==> src/verilog/pled_pkg.sv <==
// Purpose: Shared constants and types for the PHY indicator driver
// Assumes: 125 MHz core clock
// Notes:   Pin level high means the indicator is off
package pled_pkg;

   localparam int unsigned CLK_HZ = 125_000_000;

   // Blink frequencies in centihertz, index by rate field
   localparam int unsigned BLINK_CHZ_0 = 250;
   localparam int unsigned BLINK_CHZ_1 = 500;
   localparam int unsigned BLINK_CHZ_2 = 1000;
   localparam int unsigned BLINK_CHZ_3 = 2000;
   // Half blink period in cycles
   localparam int unsigned BLINK_HALF_0 = (CLK_HZ / BLINK_CHZ_0) * 50;
   localparam int unsigned BLINK_HALF_1 = (CLK_HZ / BLINK_CHZ_1) * 50;
   localparam int unsigned BLINK_HALF_2 = (CLK_HZ / BLINK_CHZ_2) * 50;
   localparam int unsigned BLINK_HALF_3 = (CLK_HZ / BLINK_CHZ_3) * 50;

   // Pulse-stretch lengths in ms
   localparam int unsigned STRETCH_MS_0 = 50;
   localparam int unsigned STRETCH_MS_1 = 100;
   localparam int unsigned STRETCH_MS_2 = 200;
   localparam int unsigned STRETCH_MS_3 = 400;
   localparam int unsigned CYC_PER_MS = CLK_HZ / 1000;
   // Half pulse period in cycles
   localparam int unsigned STRETCH_HALF_0 = STRETCH_MS_0 * CYC_PER_MS / 2;
   localparam int unsigned STRETCH_HALF_1 = STRETCH_MS_1 * CYC_PER_MS / 2;
   localparam int unsigned STRETCH_HALF_2 = STRETCH_MS_2 * CYC_PER_MS / 2;
   localparam int unsigned STRETCH_HALF_3 = STRETCH_MS_3 * CYC_PER_MS / 2;

   // Pulsing: 5 kHz, 20 percent on
   localparam int unsigned PULSE_HZ     = 5000;
   localparam int unsigned PULSE_DUTY   = 20;
   localparam int unsigned PULSE_PERIOD = CLK_HZ / PULSE_HZ;
   localparam int unsigned PULSE_ON     = PULSE_PERIOD * PULSE_DUTY / 100;

   localparam int unsigned TW = 26;
   localparam int unsigned PW = 15;

   localparam logic [TW-1:0] TMR_RST = 26'h0000000;
   localparam logic [PW-1:0] PWM_RST = 15'h0000;

   // Function codes
   localparam logic [3:0] FN_LINK_ANY  = 4'h0;
   localparam logic [3:0] FN_LINK_1000 = 4'h1;
   localparam logic [3:0] FN_LINK_100  = 4'h2;
   localparam logic [3:0] FN_LINK_10   = 4'h3;
   localparam logic [3:0] FN_LINK_HI   = 4'h4;
   localparam logic [3:0] FN_LINK_10G  = 4'h5;
   localparam logic [3:0] FN_LINK_LO   = 4'h6;
   localparam logic [3:0] FN_DUPLEX    = 4'h8;
   localparam logic [3:0] FN_COLL      = 4'h9;
   localparam logic [3:0] FN_ACT       = 4'ha;
   localparam logic [3:0] FN_ANFAULT   = 4'hc;
   localparam logic [3:0] FN_OFF       = 4'he;
   localparam logic [3:0] FN_ON        = 4'hf;

   typedef enum logic [1:0] {
      PLED_SPD_10,
      PLED_SPD_100,
      PLED_SPD_1000,
      PLED_SPD_RSVD
   } pled_speed_t;

   typedef enum logic [1:0] {
      PLED_M_INDIV,
      PLED_M_TRI,
      PLED_M_ENH
   } pled_mode_t;

   // Status from the link, activity and control logic
   typedef struct packed {
      logic        link_up;
      pled_speed_t speed;
      logic        full_duplex;
      logic        rx_act;
      logic        tx_act;
      logic        collision;
      logic        an_fault;
   } pled_status_t;

   // Per-pin enhanced configuration
   typedef struct packed {
      logic [3:0] func;
      logic       combine_dis;
      logic       stretch_en;
      logic [1:0] rate;
   } pled_pin_cfg_t;

   typedef enum logic [1:0] {
      PLED_E_IDLE,
      PLED_E_BLINK,
      PLED_E_HOLD,
      PLED_E_REST
   } pled_ev_st_t;

endpackage

==> src/verilog/pled_event_timer.sv <==
// Purpose: Blink or pulse-stretch shaping of one indicator event
// Assumes: ev is a level from same-clock logic
// Notes:   One instance per pin, so timing is independent per pin
`timescale 1ns/100ps
module pled_event_timer (
   input  wire logic              clk,
   input  wire logic              resetn,
   input  wire logic              ev,
   input  wire logic              stretch_en,
   input  wire logic [1:0]        rate,
   output logic                   shown
);

   typedef struct packed {
      pled_pkg::pled_ev_st_t    st;
      logic [pled_pkg::TW-1:0] cnt;
      logic                    seen;
      logic                    shown;
   } pled_et_state_t;

   pled_et_state_t s_q;
   pled_et_state_t s_d;

   function automatic logic [pled_pkg::TW-1:0] half_len(
      input logic       str,
      input logic [1:0] r
   );
      logic [pled_pkg::TW-1:0] v;
      v = pled_pkg::TW'(pled_pkg::BLINK_HALF_0);
      case ({str, r})
         3'h0: v = pled_pkg::TW'(pled_pkg::BLINK_HALF_0);
         3'h1: v = pled_pkg::TW'(pled_pkg::BLINK_HALF_1);
         3'h2: v = pled_pkg::TW'(pled_pkg::BLINK_HALF_2);
         3'h3: v = pled_pkg::TW'(pled_pkg::BLINK_HALF_3);
         3'h4: v = pled_pkg::TW'(pled_pkg::STRETCH_HALF_0);
         3'h5: v = pled_pkg::TW'(pled_pkg::STRETCH_HALF_1);
         3'h6: v = pled_pkg::TW'(pled_pkg::STRETCH_HALF_2);
         default: v = pled_pkg::TW'(pled_pkg::STRETCH_HALF_3);
      endcase
      return v;
   endfunction

   logic [pled_pkg::TW-1:0] half;
   logic                    last;

   assign half = half_len(stretch_en, rate);
   assign last = (s_q.cnt >= half - pled_pkg::TW'(1));

   always_comb begin
      s_d = s_q;
      s_d.cnt = s_q.cnt + pled_pkg::TW'(1);
      s_d.seen = s_q.seen | ev;
      case (s_q.st)
         pled_pkg::PLED_E_IDLE: begin
            s_d.cnt = pled_pkg::TMR_RST;
            s_d.seen = 1'b0;
            s_d.shown = 1'b0;
            if (ev) begin
               s_d.shown = 1'b1;
               s_d.st = stretch_en ? pled_pkg::PLED_E_HOLD
                                   : pled_pkg::PLED_E_BLINK;
            end
         end
         // Half period changed, half period resting, repeat while busy
         pled_pkg::PLED_E_BLINK: begin
            if (last) begin
               s_d.cnt = pled_pkg::TMR_RST;
               s_d.shown = ~s_q.shown;
               if (!s_q.shown) begin
                  s_d.seen = 1'b0;
                  if (!(s_q.seen | ev)) begin
                     // Stay dark; idle would otherwise see one lit cycle
                     s_d.shown = 1'b0;
                     s_d.st = pled_pkg::PLED_E_IDLE;
                  end
               end
            end
         end
         // Held in half periods; at least two, more while events go on
         pled_pkg::PLED_E_HOLD: begin
            if (last) begin
               s_d.cnt = pled_pkg::TMR_RST;
               s_d.seen = 1'b0;
               if (!s_q.seen || !s_q.shown) begin
                  s_d.shown = 1'b1;
               end
               if (s_q.shown && !(s_q.seen | ev)) begin
                  s_d.shown = 1'b0;
                  s_d.st = pled_pkg::PLED_E_REST;
               end
            end
         end
         pled_pkg::PLED_E_REST: begin
            s_d.shown = 1'b0;
            if (last) begin
               s_d.st = pled_pkg::PLED_E_IDLE;
            end
         end
         default: s_d.st = pled_pkg::PLED_E_IDLE;
      endcase
      // First hold half period marks itself by setting seen
      if (s_q.st == pled_pkg::PLED_E_IDLE && ev && stretch_en) begin
         s_d.shown = 1'b1;
         s_d.seen = 1'b1;
      end
   end

   always_ff @(posedge clk or negedge resetn) begin
      if (!resetn) begin
         s_q <= '{st: pled_pkg::PLED_E_IDLE, cnt: pled_pkg::TMR_RST,
                  seen: 1'b0, shown: 1'b0};
      end else begin
         s_q <= s_d;
      end
   end

   assign shown = s_q.shown;

endmodule

==> src/verilog/pled_top.sv <==
// Purpose: Drives the two indicator pins from PHY status
// Assumes: Status and control from same-clock logic; strap is a pin
// Notes:   Pin low is indicator on; mode settles on the third clock after reset release
`timescale 1ns/100ps
module pled_top (
   input  wire logic                     clk,
   input  wire logic                     resetn,
   input  wire logic                     style_strap,
   input  wire logic                     legacy_indicator_select,
   input  wire logic                     isolate_control,
   input  wire logic                     power_down,
   input  wire logic                     pulsing_en,
   input  wire logic                     act_tx_only,
   input  wire pled_pkg::pled_status_t   status,
   input  wire pled_pkg::pled_pin_cfg_t  cfg_first,
   input  wire pled_pkg::pled_pin_cfg_t  cfg_second,
   output logic                          first_indicator_pin,
   output logic                          second_indicator_pin,
   output logic                          indiv_mode,
   output logic                          enhanced_mode
);

   typedef struct packed {
      logic [1:0]              strap_sync;
      logic [1:0]              strap_wait;
      logic                    strap_taken;
      logic                    strap_val;
      logic [pled_pkg::TW-1:0] tog_cnt;
      logic                    tog;
      logic [pled_pkg::PW-1:0] pwm_cnt;
      logic                    first_pin;
      logic                    second_pin;
   } pled_top_state_t;

   pled_top_state_t s_q;
   pled_top_state_t s_d;

   // Primary condition of a function code (asserted = on)
   function automatic logic primary_on(
      input logic [3:0]             fn,
      input pled_pkg::pled_status_t st
   );
      logic g;
      logic h;
      logic t;
      logic r;
      g = st.link_up && st.speed == pled_pkg::PLED_SPD_1000;
      h = st.link_up && st.speed == pled_pkg::PLED_SPD_100;
      t = st.link_up && st.speed == pled_pkg::PLED_SPD_10;
      r = 1'b0;
      case (fn)
         pled_pkg::FN_LINK_ANY:  r = st.link_up;
         pled_pkg::FN_LINK_1000: r = g;
         pled_pkg::FN_LINK_100:  r = h;
         pled_pkg::FN_LINK_10:   r = t;
         pled_pkg::FN_LINK_HI:   r = h | g;
         pled_pkg::FN_LINK_10G:  r = t | g;
         pled_pkg::FN_LINK_LO:   r = t | h;
         pled_pkg::FN_DUPLEX:    r = st.link_up && st.full_duplex;
         pled_pkg::FN_ANFAULT:   r = st.an_fault;
         pled_pkg::FN_ON:        r = 1'b1;
         default:                r = 1'b0;
      endcase
      return r;
   endfunction

   // Secondary event of a function code
   function automatic logic event_of(
      input logic [3:0]             fn,
      input pled_pkg::pled_status_t st,
      input logic                   tx_only
   );
      logic act;
      logic e;
      act = tx_only ? st.tx_act : (st.tx_act | st.rx_act);
      e = 1'b0;
      case (fn)
         pled_pkg::FN_LINK_ANY, pled_pkg::FN_LINK_1000,
         pled_pkg::FN_LINK_100, pled_pkg::FN_LINK_10,
         pled_pkg::FN_LINK_HI, pled_pkg::FN_LINK_10G,
         pled_pkg::FN_LINK_LO:
            e = primary_on(fn, st) && (st.tx_act | st.rx_act);
         pled_pkg::FN_DUPLEX:
            e = st.link_up && !st.full_duplex && st.collision;
         pled_pkg::FN_COLL: e = st.collision;
         pled_pkg::FN_ACT:  e = act;
         default:           e = 1'b0;
      endcase
      return e;
   endfunction

   // Whether a shaped event turns the pin off (link codes) or on
   function automatic logic flash_turns_off(input logic [3:0] fn);
      return fn <= pled_pkg::FN_LINK_LO;
   endfunction

   // Legacy speed pin: steady on when idle, toggle phase when busy
   function automatic logic legacy_lit(
      input logic act,
      input logic tog
   );
      return ~act | tog;
   endfunction

   // Final enhanced on/off for one pin
   function automatic logic enh_on(
      input logic [3:0] fn,
      input logic       prim,
      input logic       flash,
      input logic       comb_dis
   );
      logic r;
      r = prim;
      if (!comb_dis) begin
         if (flash_turns_off(fn)) begin
            r = prim & ~flash;
         end else if (fn == pled_pkg::FN_DUPLEX ||
                      fn == pled_pkg::FN_COLL ||
                      fn == pled_pkg::FN_ACT) begin
            r = prim | flash;
         end
      end
      return r;
   endfunction

   pled_pkg::pled_mode_t mode;
   logic any_act;
   logic ev_first;
   logic ev_second;
   logic fl_first;
   logic fl_second;
   logic on_first;
   logic on_second;
   logic pwm_gate;
   logic [pled_pkg::TW-1:0] tog_half;

   assign tog_half = pled_pkg::TW'(pled_pkg::BLINK_HALF_1);
   assign any_act = status.tx_act | status.rx_act;

   // Mode follows the select bit live; only the strap is latched
   always_comb begin
      if (!legacy_indicator_select) begin
         mode = pled_pkg::PLED_M_ENH;
      end else if (s_q.strap_val) begin
         mode = pled_pkg::PLED_M_INDIV;
      end else begin
         mode = pled_pkg::PLED_M_TRI;
      end
   end

   assign ev_first  = event_of(cfg_first.func, status, act_tx_only);
   assign ev_second = event_of(cfg_second.func, status, act_tx_only);

   // One timer per pin keeps rates and phases apart
   pled_event_timer u_tmr_first (
      .clk        (clk),
      .resetn     (resetn),
      .ev         (ev_first),
      .stretch_en (cfg_first.stretch_en),
      .rate       (cfg_first.rate),
      .shown      (fl_first)
   );

   pled_event_timer u_tmr_second (
      .clk        (clk),
      .resetn     (resetn),
      .ev         (ev_second),
      .stretch_en (cfg_second.stretch_en),
      .rate       (cfg_second.rate),
      .shown      (fl_second)
   );

   // Gate open for the first fifth of every pulsing period
   assign pwm_gate = (s_q.pwm_cnt < pled_pkg::PW'(pled_pkg::PULSE_ON));

   always_comb begin
      s_d = s_q;
      s_d.strap_sync = {s_q.strap_sync[0], style_strap};
      s_d.strap_wait = {s_q.strap_wait[0], 1'b1};
      // Capture waits until the synchroniser holds the pin level;
      // taking it earlier would latch the reset value of the flops
      if (s_q.strap_wait[1] && !s_q.strap_taken) begin
         s_d.strap_taken = 1'b1;
         s_d.strap_val = s_q.strap_sync[1];
      end
      // Free-running legacy toggle and pulsing counters
      // One shared toggle keeps both legacy pins blinking in step
      if (s_q.tog_cnt >= tog_half - pled_pkg::TW'(1)) begin
         s_d.tog_cnt = pled_pkg::TMR_RST;
         s_d.tog = ~s_q.tog;
      end else begin
         s_d.tog_cnt = s_q.tog_cnt + pled_pkg::TW'(1);
      end
      if (s_q.pwm_cnt >=
          pled_pkg::PW'(pled_pkg::PULSE_PERIOD - 1)) begin
         s_d.pwm_cnt = pled_pkg::PWM_RST;
      end else begin
         s_d.pwm_cnt = s_q.pwm_cnt + pled_pkg::PW'(1);
      end

      on_first  = 1'b0;
      on_second = 1'b0;
      case (mode)
         pled_pkg::PLED_M_INDIV: begin
            on_second = status.link_up;
            on_first  = any_act & s_q.tog;
         end
         pled_pkg::PLED_M_TRI: begin
            if (status.link_up) begin
               // Toggle phase high half drives on while active
               case (status.speed)
                  pled_pkg::PLED_SPD_1000:
                     on_second = legacy_lit(any_act, s_q.tog);
                  pled_pkg::PLED_SPD_100:
                     on_first = legacy_lit(any_act, s_q.tog);
                  pled_pkg::PLED_SPD_10: begin
                     on_first  = legacy_lit(any_act, s_q.tog);
                     on_second = legacy_lit(any_act, s_q.tog);
                  end
                  default: begin
                     on_first  = 1'b0;
                     on_second = 1'b0;
                  end
               endcase
            end
         end
         pled_pkg::PLED_M_ENH: begin
            on_first = enh_on(cfg_first.func,
                              primary_on(cfg_first.func, status),
                              fl_first, cfg_first.combine_dis);
            on_second = enh_on(cfg_second.func,
                               primary_on(cfg_second.func, status),
                               fl_second, cfg_second.combine_dis);
         end
         default: begin
            on_first  = 1'b0;
            on_second = 1'b0;
         end
      endcase

      // Isolate leaves enhanced mode alone; power-down does not
      if (mode != pled_pkg::PLED_M_ENH && isolate_control) begin
         on_first  = 1'b0;
         on_second = 1'b0;
      end
      if (power_down) begin
         on_first  = 1'b0;
         on_second = 1'b0;
      end
      // Pulsing cuts LED current to a fifth of the on time
      if (pulsing_en && !pwm_gate) begin
         on_first  = 1'b0;
         on_second = 1'b0;
      end
      s_d.first_pin  = ~on_first;
      s_d.second_pin = ~on_second;
   end

   always_ff @(posedge clk or negedge resetn) begin
      if (!resetn) begin
         s_q <= '{strap_sync: 2'h0, strap_wait: 2'h0, strap_taken: 1'b0,
                  strap_val: 1'b0, tog_cnt: pled_pkg::TMR_RST, tog: 1'b0,
                  pwm_cnt: pled_pkg::PWM_RST,
                  first_pin: 1'b1, second_pin: 1'b1};
      end else begin
         s_q <= s_d;
      end
   end

   // Mode flags are combinational so they track the select bit at once
   assign first_indicator_pin  = s_q.first_pin;
   assign second_indicator_pin = s_q.second_pin;
   assign indiv_mode           = (mode == pled_pkg::PLED_M_INDIV);
   assign enhanced_mode        = (mode == pled_pkg::PLED_M_ENH);

endmodule

==> config.mk <==
export PLATFORM = sky130hd
export DESIGN_NAME = pled_top
export DESIGN_NICKNAME = d
export VERILOG_FILES = /design/src/verilog/pled_pkg.sv /design/src/verilog/pled_event_timer.sv /design/src/verilog/pled_top.sv
export SDC_FILE = /design/constraint.sdc
export NUM_CORES = 1
export LEC_CHECK = 0
export CORE_UTILIZATION = 45
export DETAILED_ROUTE_END_ITERATION = 6
export DONT_BUFFER_PORTS = 1
export PLACE_DENSITY = 0.66
export SKIP_LAST_GASP = 1
export SYNTH_ARGS = -nofsm -noshare
export SYNTH_HDL_FRONTEND = slang
export SYNTH_SLANG_ARGS = --single-unit
==> constraint.sdc <==
create_clock -name clk -period 3 [get_ports clk]
set_clock_uncertainty 0.05 [all_clocks]
set_input_delay 0.3 -clock clk [delete_from_list [all_inputs] [get_ports clk]]
set_output_delay 0.3 -clock clk [all_outputs]
set_load 0.03 [all_outputs]
Yosys cells after proc, flatten, opt, wreduce, memory -nomap -nowiden
Cells that the tools add are included.
{"block": "word_totals", "out_inout_bits": 4, "input_bits": 32, "ff_bits": 110, "wordCells": 232}
{"block": "op_classes", "n_reduce_logical": 52, "n_mux": 67, "eq_ne": 65, "bitwise": 18, "add_sub_neg": 6, "magnitude_cmp": 7}
{"cell": "27-bit one-hot mux with 3 select lines", "count": 2}
{"cell": "25-bit one-hot mux with 3 select lines", "count": 2}
{"cell": "30-bit two-way mux", "count": 4}
{"cell": "26-bit by 1-bit adder with 26-bit output, second input constant", "count": 3}
{"cell": "26-bit greater-or-equal comparator", "count": 2}
{"cell": "25-bit by 1-bit subtractor with 26-bit output, second input constant", "count": 2}
{"cell": "4-bit == test, second input constant", "count": 10}
{"cell": "2-bit two-way mux", "count": 17}
{"cell": "1-bit two-way mux", "count": 30}
{"cell": "26-bit by 24-bit greater-or-equal comparator with 1-bit output, second input constant", "count": 1}
{"cell": "26-bit two-way mux", "count": 1}
{"cell": "4-bit by 3-bit == test with 1-bit output, second input constant", "count": 6}
{"cell": "2-bit by 1-bit inequality test with 1-bit output, second input constant", "count": 10}
{"cell": "1-bit one-hot mux with 10 select lines", "count": 2}
{"cell": "3-bit == test, second input constant", "count": 6}
{"cell": "1-bit logical AND", "count": 17}
{"cell": "4-bit by 2-bit == test with 1-bit output, second input constant", "count": 4}
{"cell": "1-bit one-hot mux with 4 select lines", "count": 4}
{"cell": "2-bit one-hot mux with 4 select lines", "count": 2}
{"cell": "2-bit OR reduction", "count": 8}
{"cell": "15-bit by 1-bit adder with 15-bit output, second input constant", "count": 1}
{"cell": "15-bit greater-or-equal comparator, second input constant", "count": 1}
{"cell": "15-bit by 13-bit < comparator with 1-bit output, second input constant", "count": 1}
{"cell": "15-bit two-way mux", "count": 1}
{"cell": "20 further kinds", "count": 78}

Depth between registers and ports, before layout
Gate-level depths: netlist of run 1.
{"block": "depth", "ltp_word": 14, "mapped_depth": 17, "ltp_nobuf": 15}

Modules after synthesis
Synthesis of run 1 repeated with hierarchy kept, for this count alone.
{"block": "hier_totals", "hier_cells": 817, "area_unflattened_um2": 7482.2}
{"module": "pled_top", "instances": 1, "cells_each": 289, "seq_area_each_um2": 1253.7, "area_each_um2": 2666.3}
{"module": "pled_event_timer (u_tmr_second)", "instances": 1, "cells_each": 297, "seq_area_each_um2": 750.7, "area_each_um2": 2543.7}
{"module": "pled_event_timer (u_tmr_first)", "instances": 1, "cells_each": 231, "seq_area_each_um2": 750.7, "area_each_um2": 2272.2}

Worst setup path after synthesis of run 1
No wires, ideal clock.
{"block": "synth_timing", "kind": "in2reg", "startpoint": "input port cfg_first[2] in the netlist's numbering", "endpoint": "register u_tmr_first.s_q[8] in the netlist's numbering", "required_ns": 2.881, "cell_stages": 16, "slack_ns": -0.221, "t_arrival_ns": 3.102, "setup_ns": 0.069, "n_path_buf": 3, "path_cell_list": "clkbuf_1 nand2b_1 o21ai_0 inv_1 ha_1 mux2_2 ha_1 nor4_1 o211ai_1 and3_1 a211oi_4 o21ai_1 and2_1 buf_6 buf_12 nor2_4"}
{"item": "start: declaration", "line_no": "pled_top.sv:15", "rtl": "input wire pled_pkg::pled_pin_cfg_t cfg_first,"}
{"item": "end signal: assignment", "line_no": "pled_event_timer.sv:110", "rtl": "s_q <= '{st: pled_pkg::PLED_E_IDLE, cnt: pled_pkg::TMR_RST,"}
{"item": "end: declaration", "line_no": "pled_event_timer.sv:21", "rtl": "pled_et_state_t s_q;"}

==> impl_metrics.csv, run 1 <==
group,metric,value,unit
grt,antenna_found_initial,0,
place,dp_slack,-0.278,ns
cts,cts_setup_buffers,0,
drt,vias,5327,
place,port_buffers,0,
cts,numCtsBuffers,9,
critical_path,cp_slowest_stage_delay,0.32,ns
pwr,ir_worst_vdd,0.277,mV
sta,fin_ws,0.209,ns
pwr,powerDensity,489,nW/um^2
sta,hold-worst-slack,0.0164,ns
cts,htreeDepth,3,
die,die_area,15800,um^2
critical_path,slowest_stage,"a211oi_4",
pwr,p_leak,3.31,nW
critical_path,r2r_cells,9,
critical_path,cp-startpoint,"cfg_first[0]",
status,outcome,"finished clean",
synth,synthTopCellsByArea,"dfrtp_1 (39%), ha_1 (7.6%), nor2_1 (6.5%)",
critical_path,reg2reg_from,"u_tmr_first.s_q[13]",
sta,setup_violations,0,
sta,post-route-min-period,2.79,ns
critical_path,path_delay_family,"simple AND/OR/NAND/NOR gates",
drt,first_pass_iters,5,
final_layout,fillCellCount,1359,
die,ios,36,
place,hpwl,9860,um
cts,clock-sinks,110,
cts,root_buffer,"clkbuf_16",
critical_path,crit_path_start_kind,"input port",
critical_path,critical_path_arrival,3.02,ns
final_layout,seqCellArea,2760,um^2
final_layout,nNetsFinal,846,
drt,postRouteAntennaNets,0,
die,dieWidth,126,um
synth,synth_cells,768,
synth,synth_flop_cell,"dfrtp_1",
drt,drt_first_iter_violations,362,
grt,grt_pass1_vias,5298,
final_layout,antennaDiodeCount,0,
synth,ys_seq_elements,110,
critical_path,cp_max_fo,26,
pwr,p_sw_share,29.1,%
die,die_h,126,um
pwr,power_frac_seq,49.0,%
synth,syn_avg_cell_area,8.98,um^2
final_layout,multi_input_area,3910,um^2
grt,grt_usage,18.2,%
pwr,p_sw,1.06,mW
critical_path,path_depth,14,
critical_path,crit_buf_inv,2,
synth,synth_largest_area_cell,"dfrtp_1",
sta,slew_viol_final,0,
sta,hold_violations,0,
drt,routed_via_density,5.55,
synth,yosys_warnings,0,
critical_path,crit_chain,"nand2b_4, o21ai_2, inv_1, ha_2, mux2_2, ha_1, a22oi_1, o211ai_1, and3_1, a211oi_4, nand2_1, and2_2, buf_12, nor2_1",
synth,yosysUniqueCellTypes,68,
final_layout,layout_common_cells,"nor2_1 (119), dfrtp_1 (108), nand2_1 (69)",
pwr,intPower,2.59,mW
final_layout,area_growth,8.20,%
sta,slew_headroom,42.4,%
sta,tightest_slew,0.860,ns
pwr,p_comb_share,17.5,%
final_layout,layout-drive-gt1-share,8.12,%
critical_path,cp.required,3.23,ns
drt,routed_wl,13500,um
drt,drc,0,
synth,ys_seq_area_share,39.9,%
final_layout,post-route-util,50.6,%
die,num_rows,44,
critical_path,r2r_setup_slack,0.42,ns
sta,post-route-period-util,93.0,%
cts,cts_tree,"yes",
job,drv_cap,0,
cts,clock_path_buffers,2,
sta,fmax,358,MHz
min_path,whs_path_depth,2,
critical_path,path_class,"input port to register",
die,start_util,46.8,%
grt,grt_pass1_wl,24000,um
cts,clk_pin_slew,0.08,ns
synth,async_reset_ff_share,100,%
synth,synth_top_area_share,39.2,%
synth,synth_area,6900,um^2
critical_path,rr_endpoint,"u_tmr_first.s_q[21]",
critical_path,endpoint_kind,"register",
final_layout,layout_commonest_cell,"nor2_1",
critical_path,worstSetupEndpoint,"u_tmr_first.s_q[21]",
place,gp_congestion,0.874,
cts,clk-insertion-delay-late,0.35,ns
sta,rsz0062_at_grt,"no",
grt,gr-total-overflow,0,
die,core,14800,um^2
min_path,hold_path.class,"input port to register",
synth,synth_edf_count,0,
pwr,p_clk_share,33.5,%
grt,grt_max_degree,111,
drt,wl_per_cell,14.1,um
-- timing repair --
item	in CTS	in global routing
endpoints found under the setup margin	0	26
hold endpoints to repair	111	0
resized for setup	0	1
hold buffers	3	0
-- final cells by class --
cell class	count	share of cell area [%]
clock inverter	5	0.855
clock buffer	10	3.20
inverter	34	1.71
timing repair buffer	14	1.91
tap	184	3.08
sequential	110	36.9
multi-input combinational	603	52.3
-- logic make-up after synthesis --
kind of cell	count (synthesis)	share of synthesized area (%)
buffers and inverters	58	3.94
and+or+nand+nor	354	26.2
other	2	0.109
DFF	110	39.9
adders and majority gates	42	7.62
xor gates and xnor gates	88	11.2
AOI/OAI and AO/OA	111	10.5
muxes	3	0.472
-- routing by layer --
metal / share of wire [%] / vias to the layer above / wire length [um] / track usage, %
li1: - / 2646 / - / -
met1: 48 / 2576 / 6540 / 24.1
met2: 47 / 88 / 6410 / 30.6
met3: 3.0 / 17 / 406 / 2.97
met4: 1.4 / 0 / 188 / 5.53
met5: 0 / - / 0 / 0
-- state kept, by name, indices dropped and copies added (netlist names) --
| name | flops |
|---|---|
| u_tmr_first.shown | 1 |
| s_q | 46 |
| second_indicator_pin | 1 |
| first_indicator_pin | 1 |
| u_tmr_first.s_q | 29 |
| u_tmr_second.shown | 1 |
| s_d | 2 |
| u_tmr_second.s_q | 29 |
-- power by group through the flow --
stage / clock, mW / combinational, mW / sequential (mW)
after global placement: 0 / 0.574 / 1.81
after floorplan: 0 / 0.532 / 1.76
final: 1.23 / 0.639 / 1.79
after global routing: 1.32 / 0.737 / 1.81
after detailed placement: 0 / 0.605 / 1.81
after CTS: 1.26 / 0.648 / 1.79
-- per-stage QoR --
stage | instances | setup TNS, ns | power [mW] | instance area [um^2]
floorplan | 771 | 0 | 2.29 | 6940
global placement | 942 | -3.56 | 2.38 | 7110
detailed placement | 942 | -8.85 | 2.42 | 7110
CTS | 960 | 0 | 3.69 | 7460
global route | 960 | 0 | 3.87 | 7460
finish | 960 | 0 | 3.65 | 7460
-- how the worst min path moves through the flow --
stage / start / end / slack (ns)
final: legacy_indicator_select / second_indicator_pin / 0.02
after global routing: power_down / first_indicator_pin / 0.04
after CTS: legacy_indicator_select / second_indicator_pin / 0.005
after detailed placement: resetn / u_tmr_first.shown / -0.04
after global placement: resetn / u_tmr_first.shown / -0.04
after floorplan: resetn / s_d[47] / -0.05
-- synthesized netlist by cell type, types with 3 or more instances --
| library cell | count |
|---|---|
| nor2_1 | 119 |
| dfrtp_1 | 108 |
| nand2_1 | 69 |
| xor2_1 | 51 |
| ha_1 | 42 |
| nand3_1 | 40 |
| xnor2_1 | 37 |
| inv_1 | 34 |
| o21ai_0 | 29 |
| a21oi_1 | 26 |
| nand4_1 | 23 |
| nor2_4 | 18 |
| and3_1 | 15 |
| clkbuf_1 | 15 |
| nor2b_1 | 13 |
| nor3_1 | 12 |
| nand2b_1 | 10 |
| o211ai_1 | 6 |
| a221oi_1 | 5 |
| a31oi_1 | 5 |
| nor4_1 | 5 |
| o21a_1 | 5 |
| and2_1 | 4 |
| buf_2 | 4 |
| nand4b_1 | 4 |
| o21bai_1 | 4 |
| a211oi_1 | 3 |
| o22ai_1 | 3 |
| or3_1 | 3 |
Power figures use the tool's default switching activity.
==> run 2: changes to the inputs <==
HOLD_SLACK_MARGIN = 0.02   (was not set)
==> run 2 against run 1 <==
Worst setup slack better by 0.0046 ns; critical path depth unchanged; power barely moved; worst hold slack improved by 0.031 ns; sequential cell count is the same; utilization up 0.14 points; die area unchanged; sequential power about the same; first-iteration DRC count grew 8.8%; critical endpoint unchanged.
==> impl_metrics.csv, run 2 (synthesis results as in run 1) <==
group,metric,value,unit
status,outcome,"finished clean",
die,die_area,15800,um^2
min_path,hp-start,"cfg_first[2]",
critical_path,endpoint_kind,"register",
die,num_rows,44,
sta,hold-worst-slack,0.0474,ns
final_layout,seqCellArea,2760,um^2
die,die_h,126,um
critical_path,cp-startpoint,"cfg_first[0]",
critical_path,critical_path_arrival,3.01,ns
drt,drt_first_iter_violations,394,
drt,drc,0,
cts,clk_pin_slew,0.07,ns
final_layout,reg_top3,"s_q (46), u_tmr_first.s_q (29), u_tmr_second.s_q (29)",
final_layout,layout_commonest_cell,"nor2_1",
place,port_buffers,0,
pwr,power_frac_seq,49.0,%
cts,clock_path_buffers,2,
pwr,p_clk_share,33.5,%
place,dp_slack,-0.278,ns
final_layout,fillCellCount,1357,
drt,vias,5336,
final_layout,nNetsFinal,848,
drt,postRouteAntennaNets,0,
sta,rsz0062_at_grt,"no",
grt,grt_max_degree,111,
sta,slew_viol_final,0,
sta,tightest_slew,0.863,ns
die,start_util,46.8,%
cts,clk-insertion-delay-late,0.35,ns
pwr,p_sw_share,29.1,%
critical_path,cp.required,3.23,ns
pwr,intPower,2.59,mW
final_layout,antennaDiodeCount,0,
grt,antenna_found_initial,0,
final_layout,top_register,"s_q",
cts,numCtsBuffers,9,
pwr,p_comb_share,17.6,%
final_layout,multi_input_area,3910,um^2
pwr,p_leak,3.31,nW
sta,hold_violations,0,
drt,first_pass_iters,4,
pwr,powerDensity,488,nW/um^2
final_layout,post-route-util,50.7,%
sta,slew_headroom,42.3,%
critical_path,reg2reg_from,"u_tmr_first.s_q[13]",
pwr,ir_worst_vdd,0.273,mV
die,ios,36,
place,placed_area,7110,um^2
critical_path,path_class,"input port to register",
min_path,hold_path.class,"input port to register",
drt,routed_wl,13600,um
final_layout,finalInstanceArea,7480,um^2
critical_path,cp_max_fo,26,
drt,routed_via_density,5.55,
job,drv_cap,0,
grt,grt_pass1_vias,5322,
final_layout,layout-drive-gt1-share,8.10,%
cts,cts_tree,"yes",
place,hpwl,9860,um
drt,wl_per_cell,14.1,um
sta,post-route-min-period,2.79,ns
die,dieWidth,126,um
sta,fmax,359,MHz
grt,grt_usage,18.3,%
sta,post-route-period-util,92.9,%
final_layout,largest_register_ffs,46,
critical_path,crit_path_start_kind,"input port",
pwr,power,3.65,mW
grt,gr-total-overflow,0,
sta,fin_ws,0.213,ns
cts,root_buffer,"clkbuf_16",
cts,clock-sinks,110,
grt,grt_pass1_wl,24100,um
cts,htreeDepth,3,
sta,setup_violations,0,
die,core,14800,um^2
final_layout,layout_common_cells,"nor2_1 (119), dfrtp_1 (108), nand2_1 (69)",
place,gp_congestion,0.874,
pwr,p_sw,1.06,mW
final_layout,area_growth,8.49,%
-- run 2: cell types whose count changed in the layout (fill, tap and decap cells not counted) --
cell	previous run	this run
dlygate4sd3_1	2	4
-- run 2: area by class of cell --
cell class / instances / area share [%]
repair buffers: 16 / 2.17
inverters: 34 / 1.71
clock inverters: 5 / 0.853
multi-input cells: 603 / 52.2
flip-flops and latches: 110 / 36.8
clock buffers: 10 / 3.19
well taps: 184 / 3.08
-- run 2: power groups by stage --
stage	logic (mW)	registers, mW	clock network, mW
after floorplan	0.532	1.76	0
final	0.641	1.79	1.22
after global placement	0.574	1.81	0
after CTS	0.650	1.79	1.26
after detailed placement	0.605	1.81	0
after global routing	0.739	1.81	1.32
-- run 2: path summary, 6_finish.rpt --
check	end	slack (ns)	cells after the start
max in group asynchronous	u_tmr_first.s_q[29]	1.96	2
hold / removal	u_tmr_first.s_q[29]	0.05	2
setup / recovery	u_tmr_first.s_q[21]	0.21	14
min in group asynchronous	u_tmr_second.shown	0.49	2
setup reg to reg	u_tmr_first.s_q[21]	0.42	9
hold reg to reg	s_q[47]	0.31	0
-- run 2: layer usage --
layer / up-vias / global-route usage, % / routed length [um]
li1: 2649 / - / -
met1: 2583 / 24.1 / 6480
met5: - / 0 / 0
met4: 0 / 5.53 / 175
met2: 89 / 30.8 / 6470
met3: 15 / 2.97 / 432
-- run 2: per-stage QoR --
step | TNS, ns | cells
CTS | 0 | 962
global placement | -3.56 | 942
global route | 0 | 962
finish | 0 | 962
floorplan | 0 | 771
detailed placement | -8.85 | 942
-- run 2: critical path, stage by stage --
cell and delay, ns:
nand2b_4 0.14, o21ai_2 0.21, inv_1 0.08, ha_2 0.20, mux2_2 0.27, ha_1 0.30, a22oi_1 0.15, o211ai_1 0.12
and3_1 0.23, a211oi_4 0.32, nand2_1 0.12, and2_2 0.23, buf_12 0.18, nor2_1 0.14
-- run 2: what timing repair did --
item,4_1_cts,5_1_grt
endpoints found under the hold margin,113,0
setup endpoints to repair,0,26
hold buffers,5,0
setup buffers,0,0
resized for setup,0,1
==> run 3: changes to the inputs <==
ABC_AREA = 1   (was not set)
GPL_TIMING_DRIVEN = 0   (was not set)
==> run 3 against run 2 <==
Maximum frequency increased by 4.2%; critical path depth increased by 5; routed wire length increased by 9.9%; global-route usage increased by 1.1 points; die area increased by 4.7%.
==> impl_metrics.csv, run 3 <==
group,metric,value,unit
pwr,p_comb_share,23.5,%
cts,numCtsBuffers,9,
die,die_area,16600,um^2
critical_path,crit_path_start_kind,"input port",
synth,ys_seq_area_share,38.1,%
grt,grt_pass1_wl,25900,um
pwr,p_sw_share,33.5,%
final_layout,antennaDiodeCount,0,
final_layout,layout_common_cells,"nand2_1 (206), nor2_1 (179), inv_1 (117)",
sta,hold_violations,0,
drt,drt_first_iter_violations,259,
drt,routed_wl,14900,um
grt,grt_usage,19.4,%
synth,synth_largest_area_cell,"dfrtp_1",
drt,vias,6043,
synth,ys_seq_elements,110,
sta,slew_viol_final,0,
pwr,ir_worst_vdd,0.275,mV
synth,syn_avg_cell_area,7.41,um^2
pwr,p_sw,1.22,mW
critical_path,endpoint_kind,"register",
drt,wl_met1,7510,um
critical_path,path_class,"input port to register",
sta,setup_violations,0,
die,die_h,129,um
final_layout,area_growth,8.90,%
sta,tns,0,ns
critical_path,critical_path_arrival,2.87,ns
critical_path,cp_slowest_stage_delay,0.34,ns
drt,drc,0,
pwr,p_clk_share,31.0,%
drt,top_layer_used,"met4",
place,hpwl,11300,um
pwr,intPower,2.43,mW
drt,wl_met2,6720,um
final_layout,largest_register_ffs,46,
die,core,15400,um^2
pwr,power_frac_seq,45.5,%
cts,clk_pin_slew,0.07,ns
job,drv_cap,0,
die,num_rows,45,
sta,slew_headroom,63.3,%
synth,synth_common_cells,"nand2_1 (206), nor2_1 (181), inv_1 (117), dfrtp_1 (108), nand3_1 (60)",
final_layout,top_register,"s_q",
grt,antenna_found_initial,0,
sta,fin_ws,0.326,ns
die,ios,36,
drt,dr_wl_met3,510,um
sta,tightest_slew,0.550,ns
drt,first_pass_iters,4,
drt,wl_per_cell,12.3,um
drt,routed_via_density,4.99,
sta,post-route-min-period,2.67,ns
final_layout,layout-drive-gt1-share,6.41,%
synth,synth_edf_count,0,
place,port_buffers,0,
die,dieWidth,129,um
synth,synth_cells,975,
pwr,powerDensity,464,nW/um^2
grt,gr-total-overflow,0,
critical_path,cp_max_fo,10,
synth,yosysMostFrequentCell,"nand2_1",
cts,clk-insertion-delay-late,0.35,ns
cts,root_buffer,"clkbuf_16",
sta,rsz0062_at_grt,"no",
cts,clock-sinks,110,
synth,synth_flop_cell,"dfrtp_1",
final_layout,reg_top3,"s_q (46), u_tmr_first.s_q (29), u_tmr_second.s_q (29)",
final_layout,layout_commonest_cell,"nand2_1",
pwr,p_leak,3.73,nW
grt,grt_pass1_vias,5640,
status,outcome,"finished clean",
cts,cts_tree,"yes",
grt,grt_max_degree,111,
place,gp_congestion,0.847,
sta,fmax,374,MHz
place,dp_slack,-0.377,ns
die,start_util,46.8,%
synth,synth_area,7230,um^2
synth,async_reset_ff_share,100,%
min_path,hold_path.class,"input port to register",
cts,htreeDepth,3,
drt,postRouteAntennaNets,0,
synth,synthTopCellsByArea,"dfrtp_1 (37%), nand2_1 (11%), nor2_1 (9.4%)",
critical_path,crit_chain,"inv_1, nor2_1, nor2_2, inv_1, nor2_2, inv_1, ha_1, xor2_1, ha_1, nand2_1, nor2_1, nand3_1, nand3_1, nand4_1, nand4_1, nand2_1, inv_2, clkbuf_4, nor2_1",
critical_path,slowest_stage,"ha_1",
critical_path,cp.required,3.19,ns
synth,yosys_warnings,0,
sta,post-route-period-util,89.1,%
cts,clock_path_buffers,2,
final_layout,nNetsFinal,1070,
synth,yosysUniqueCellTypes,52,
synth,synth_top_area_share,37.4,%
==> run 3: cell types whose count changed after synthesis, sizes merged, moves of 13 or more <==
cell,previous run,this run
and3,15,2
clkbuf,16,1
inv,34,123
nand2,69,209
nand3,41,62
nor2,139,189
nor3,12,44
xnor2,37,16
xor2,51,34
==> run 3: cell type report <==
cell class | instances | area (um^2)
Buffer | 8 | 48.8
Fill cell | 1530 | 7560
Inverter | 123 | 462
Timing Repair Buffer | 7 | 80.1
Sequential cell | 110 | 2760
Tap cell | 211 | 264
Clock buffer | 9 | 225
Clock inverter | 5 | 46.3
Multi-Input combinational cell | 737 | 3990
==> run 3: worst max-delay path, delay by kind of cell <==
family | cells | cell delay [ns]
xor gates and xnor gates | 1 | 0.17
buffers and inverters | 5 | 0.64
and+or+nand+nor | 11 | 1.20
adders and majority gates | 2 | 0.54
==> run 3: through the flow <==
stage	std cells	total power [mW]	util (%)	hold slack (ns)	cell area, um^2
5_1_grt	1210	3.89	51.0	0.0356	7870
3_3_place_gp	1189	2.45	48.6	-0.0422	7500
3_5_place_dp	1189	2.46	48.6	-0.0423	7500
2_1_floorplan	978	2.26	-	-0.0456	7240
6_report	1210	3.65	51.0	0.0340	7870
4_1_cts	1207	3.65	50.8	0.0279	7830
==> run 3: final timing paths <==
| path | slack, ns | cells past startpoint | to | from |
|---|---|---|---|---|
| min in group asynchronous | 0.47 | 2 | u_tmr_first.s_q[6] | resetn |
| max | 0.33 | 19 | u_tmr_second.s_q[6] | cfg_second[2] |
| max reg2reg | 0.70 | 11 | u_tmr_first.s_q[2] | u_tmr_first.s_q[11] |
| min reg2reg | 0.30 | 0 | s_q[47] | s_d[47] |
| max in group asynchronous | 1.98 | 2 | first_indicator_pin | resetn |
| min | 0.03 | 3 | second_indicator_pin | status[7] |
==> run 3: cells by family after synthesis <==
group                    Yosys count  share of synthesized area [%]
AO/OA/AOI/OAI                     76                           6.04
XOR/XNOR                          50                           6.06
adder cells (fa/ha/maj)           42                           7.27
buffers and inverters            131                           6.96
flip-flops                       110                           38.1
multiplexers                       1                          0.156
other                              2                          0.104
AND/OR/NAND/NOR                  563                           35.3
==> run 3: routing by layer <==
layer | vias up | GRT usage [%]
li1 | 3201 | -
met1 | 2745 | 26.7
met2 | 87 | 31.4
met3 | 10 | 3.87
met4 | 0 | 4.50
met5 | - | 0
==> run 3: what timing repair did <==
action,CTS,global route
gates cloned,0,0
hold buffers,4,0
endpoints found under the hold margin,113,0
endpoints found under the setup margin,3,46
resized for setup,1,8
setup buffers,0,3
pin swaps,0,2
==> run 3: power groups by stage <==
| stage | clock network [mW] | registers [mW] | logic, mW |
|---|---|---|---|
| after CTS | 1.18 | 1.66 | 0.820 |
| after floorplan | 0 | 1.66 | 0.600 |
| final | 1.13 | 1.66 | 0.859 |
| after global routing | 1.23 | 1.67 | 0.988 |
| after global placement | 0 | 1.69 | 0.764 |
| after detailed placement | 0 | 1.69 | 0.776 |
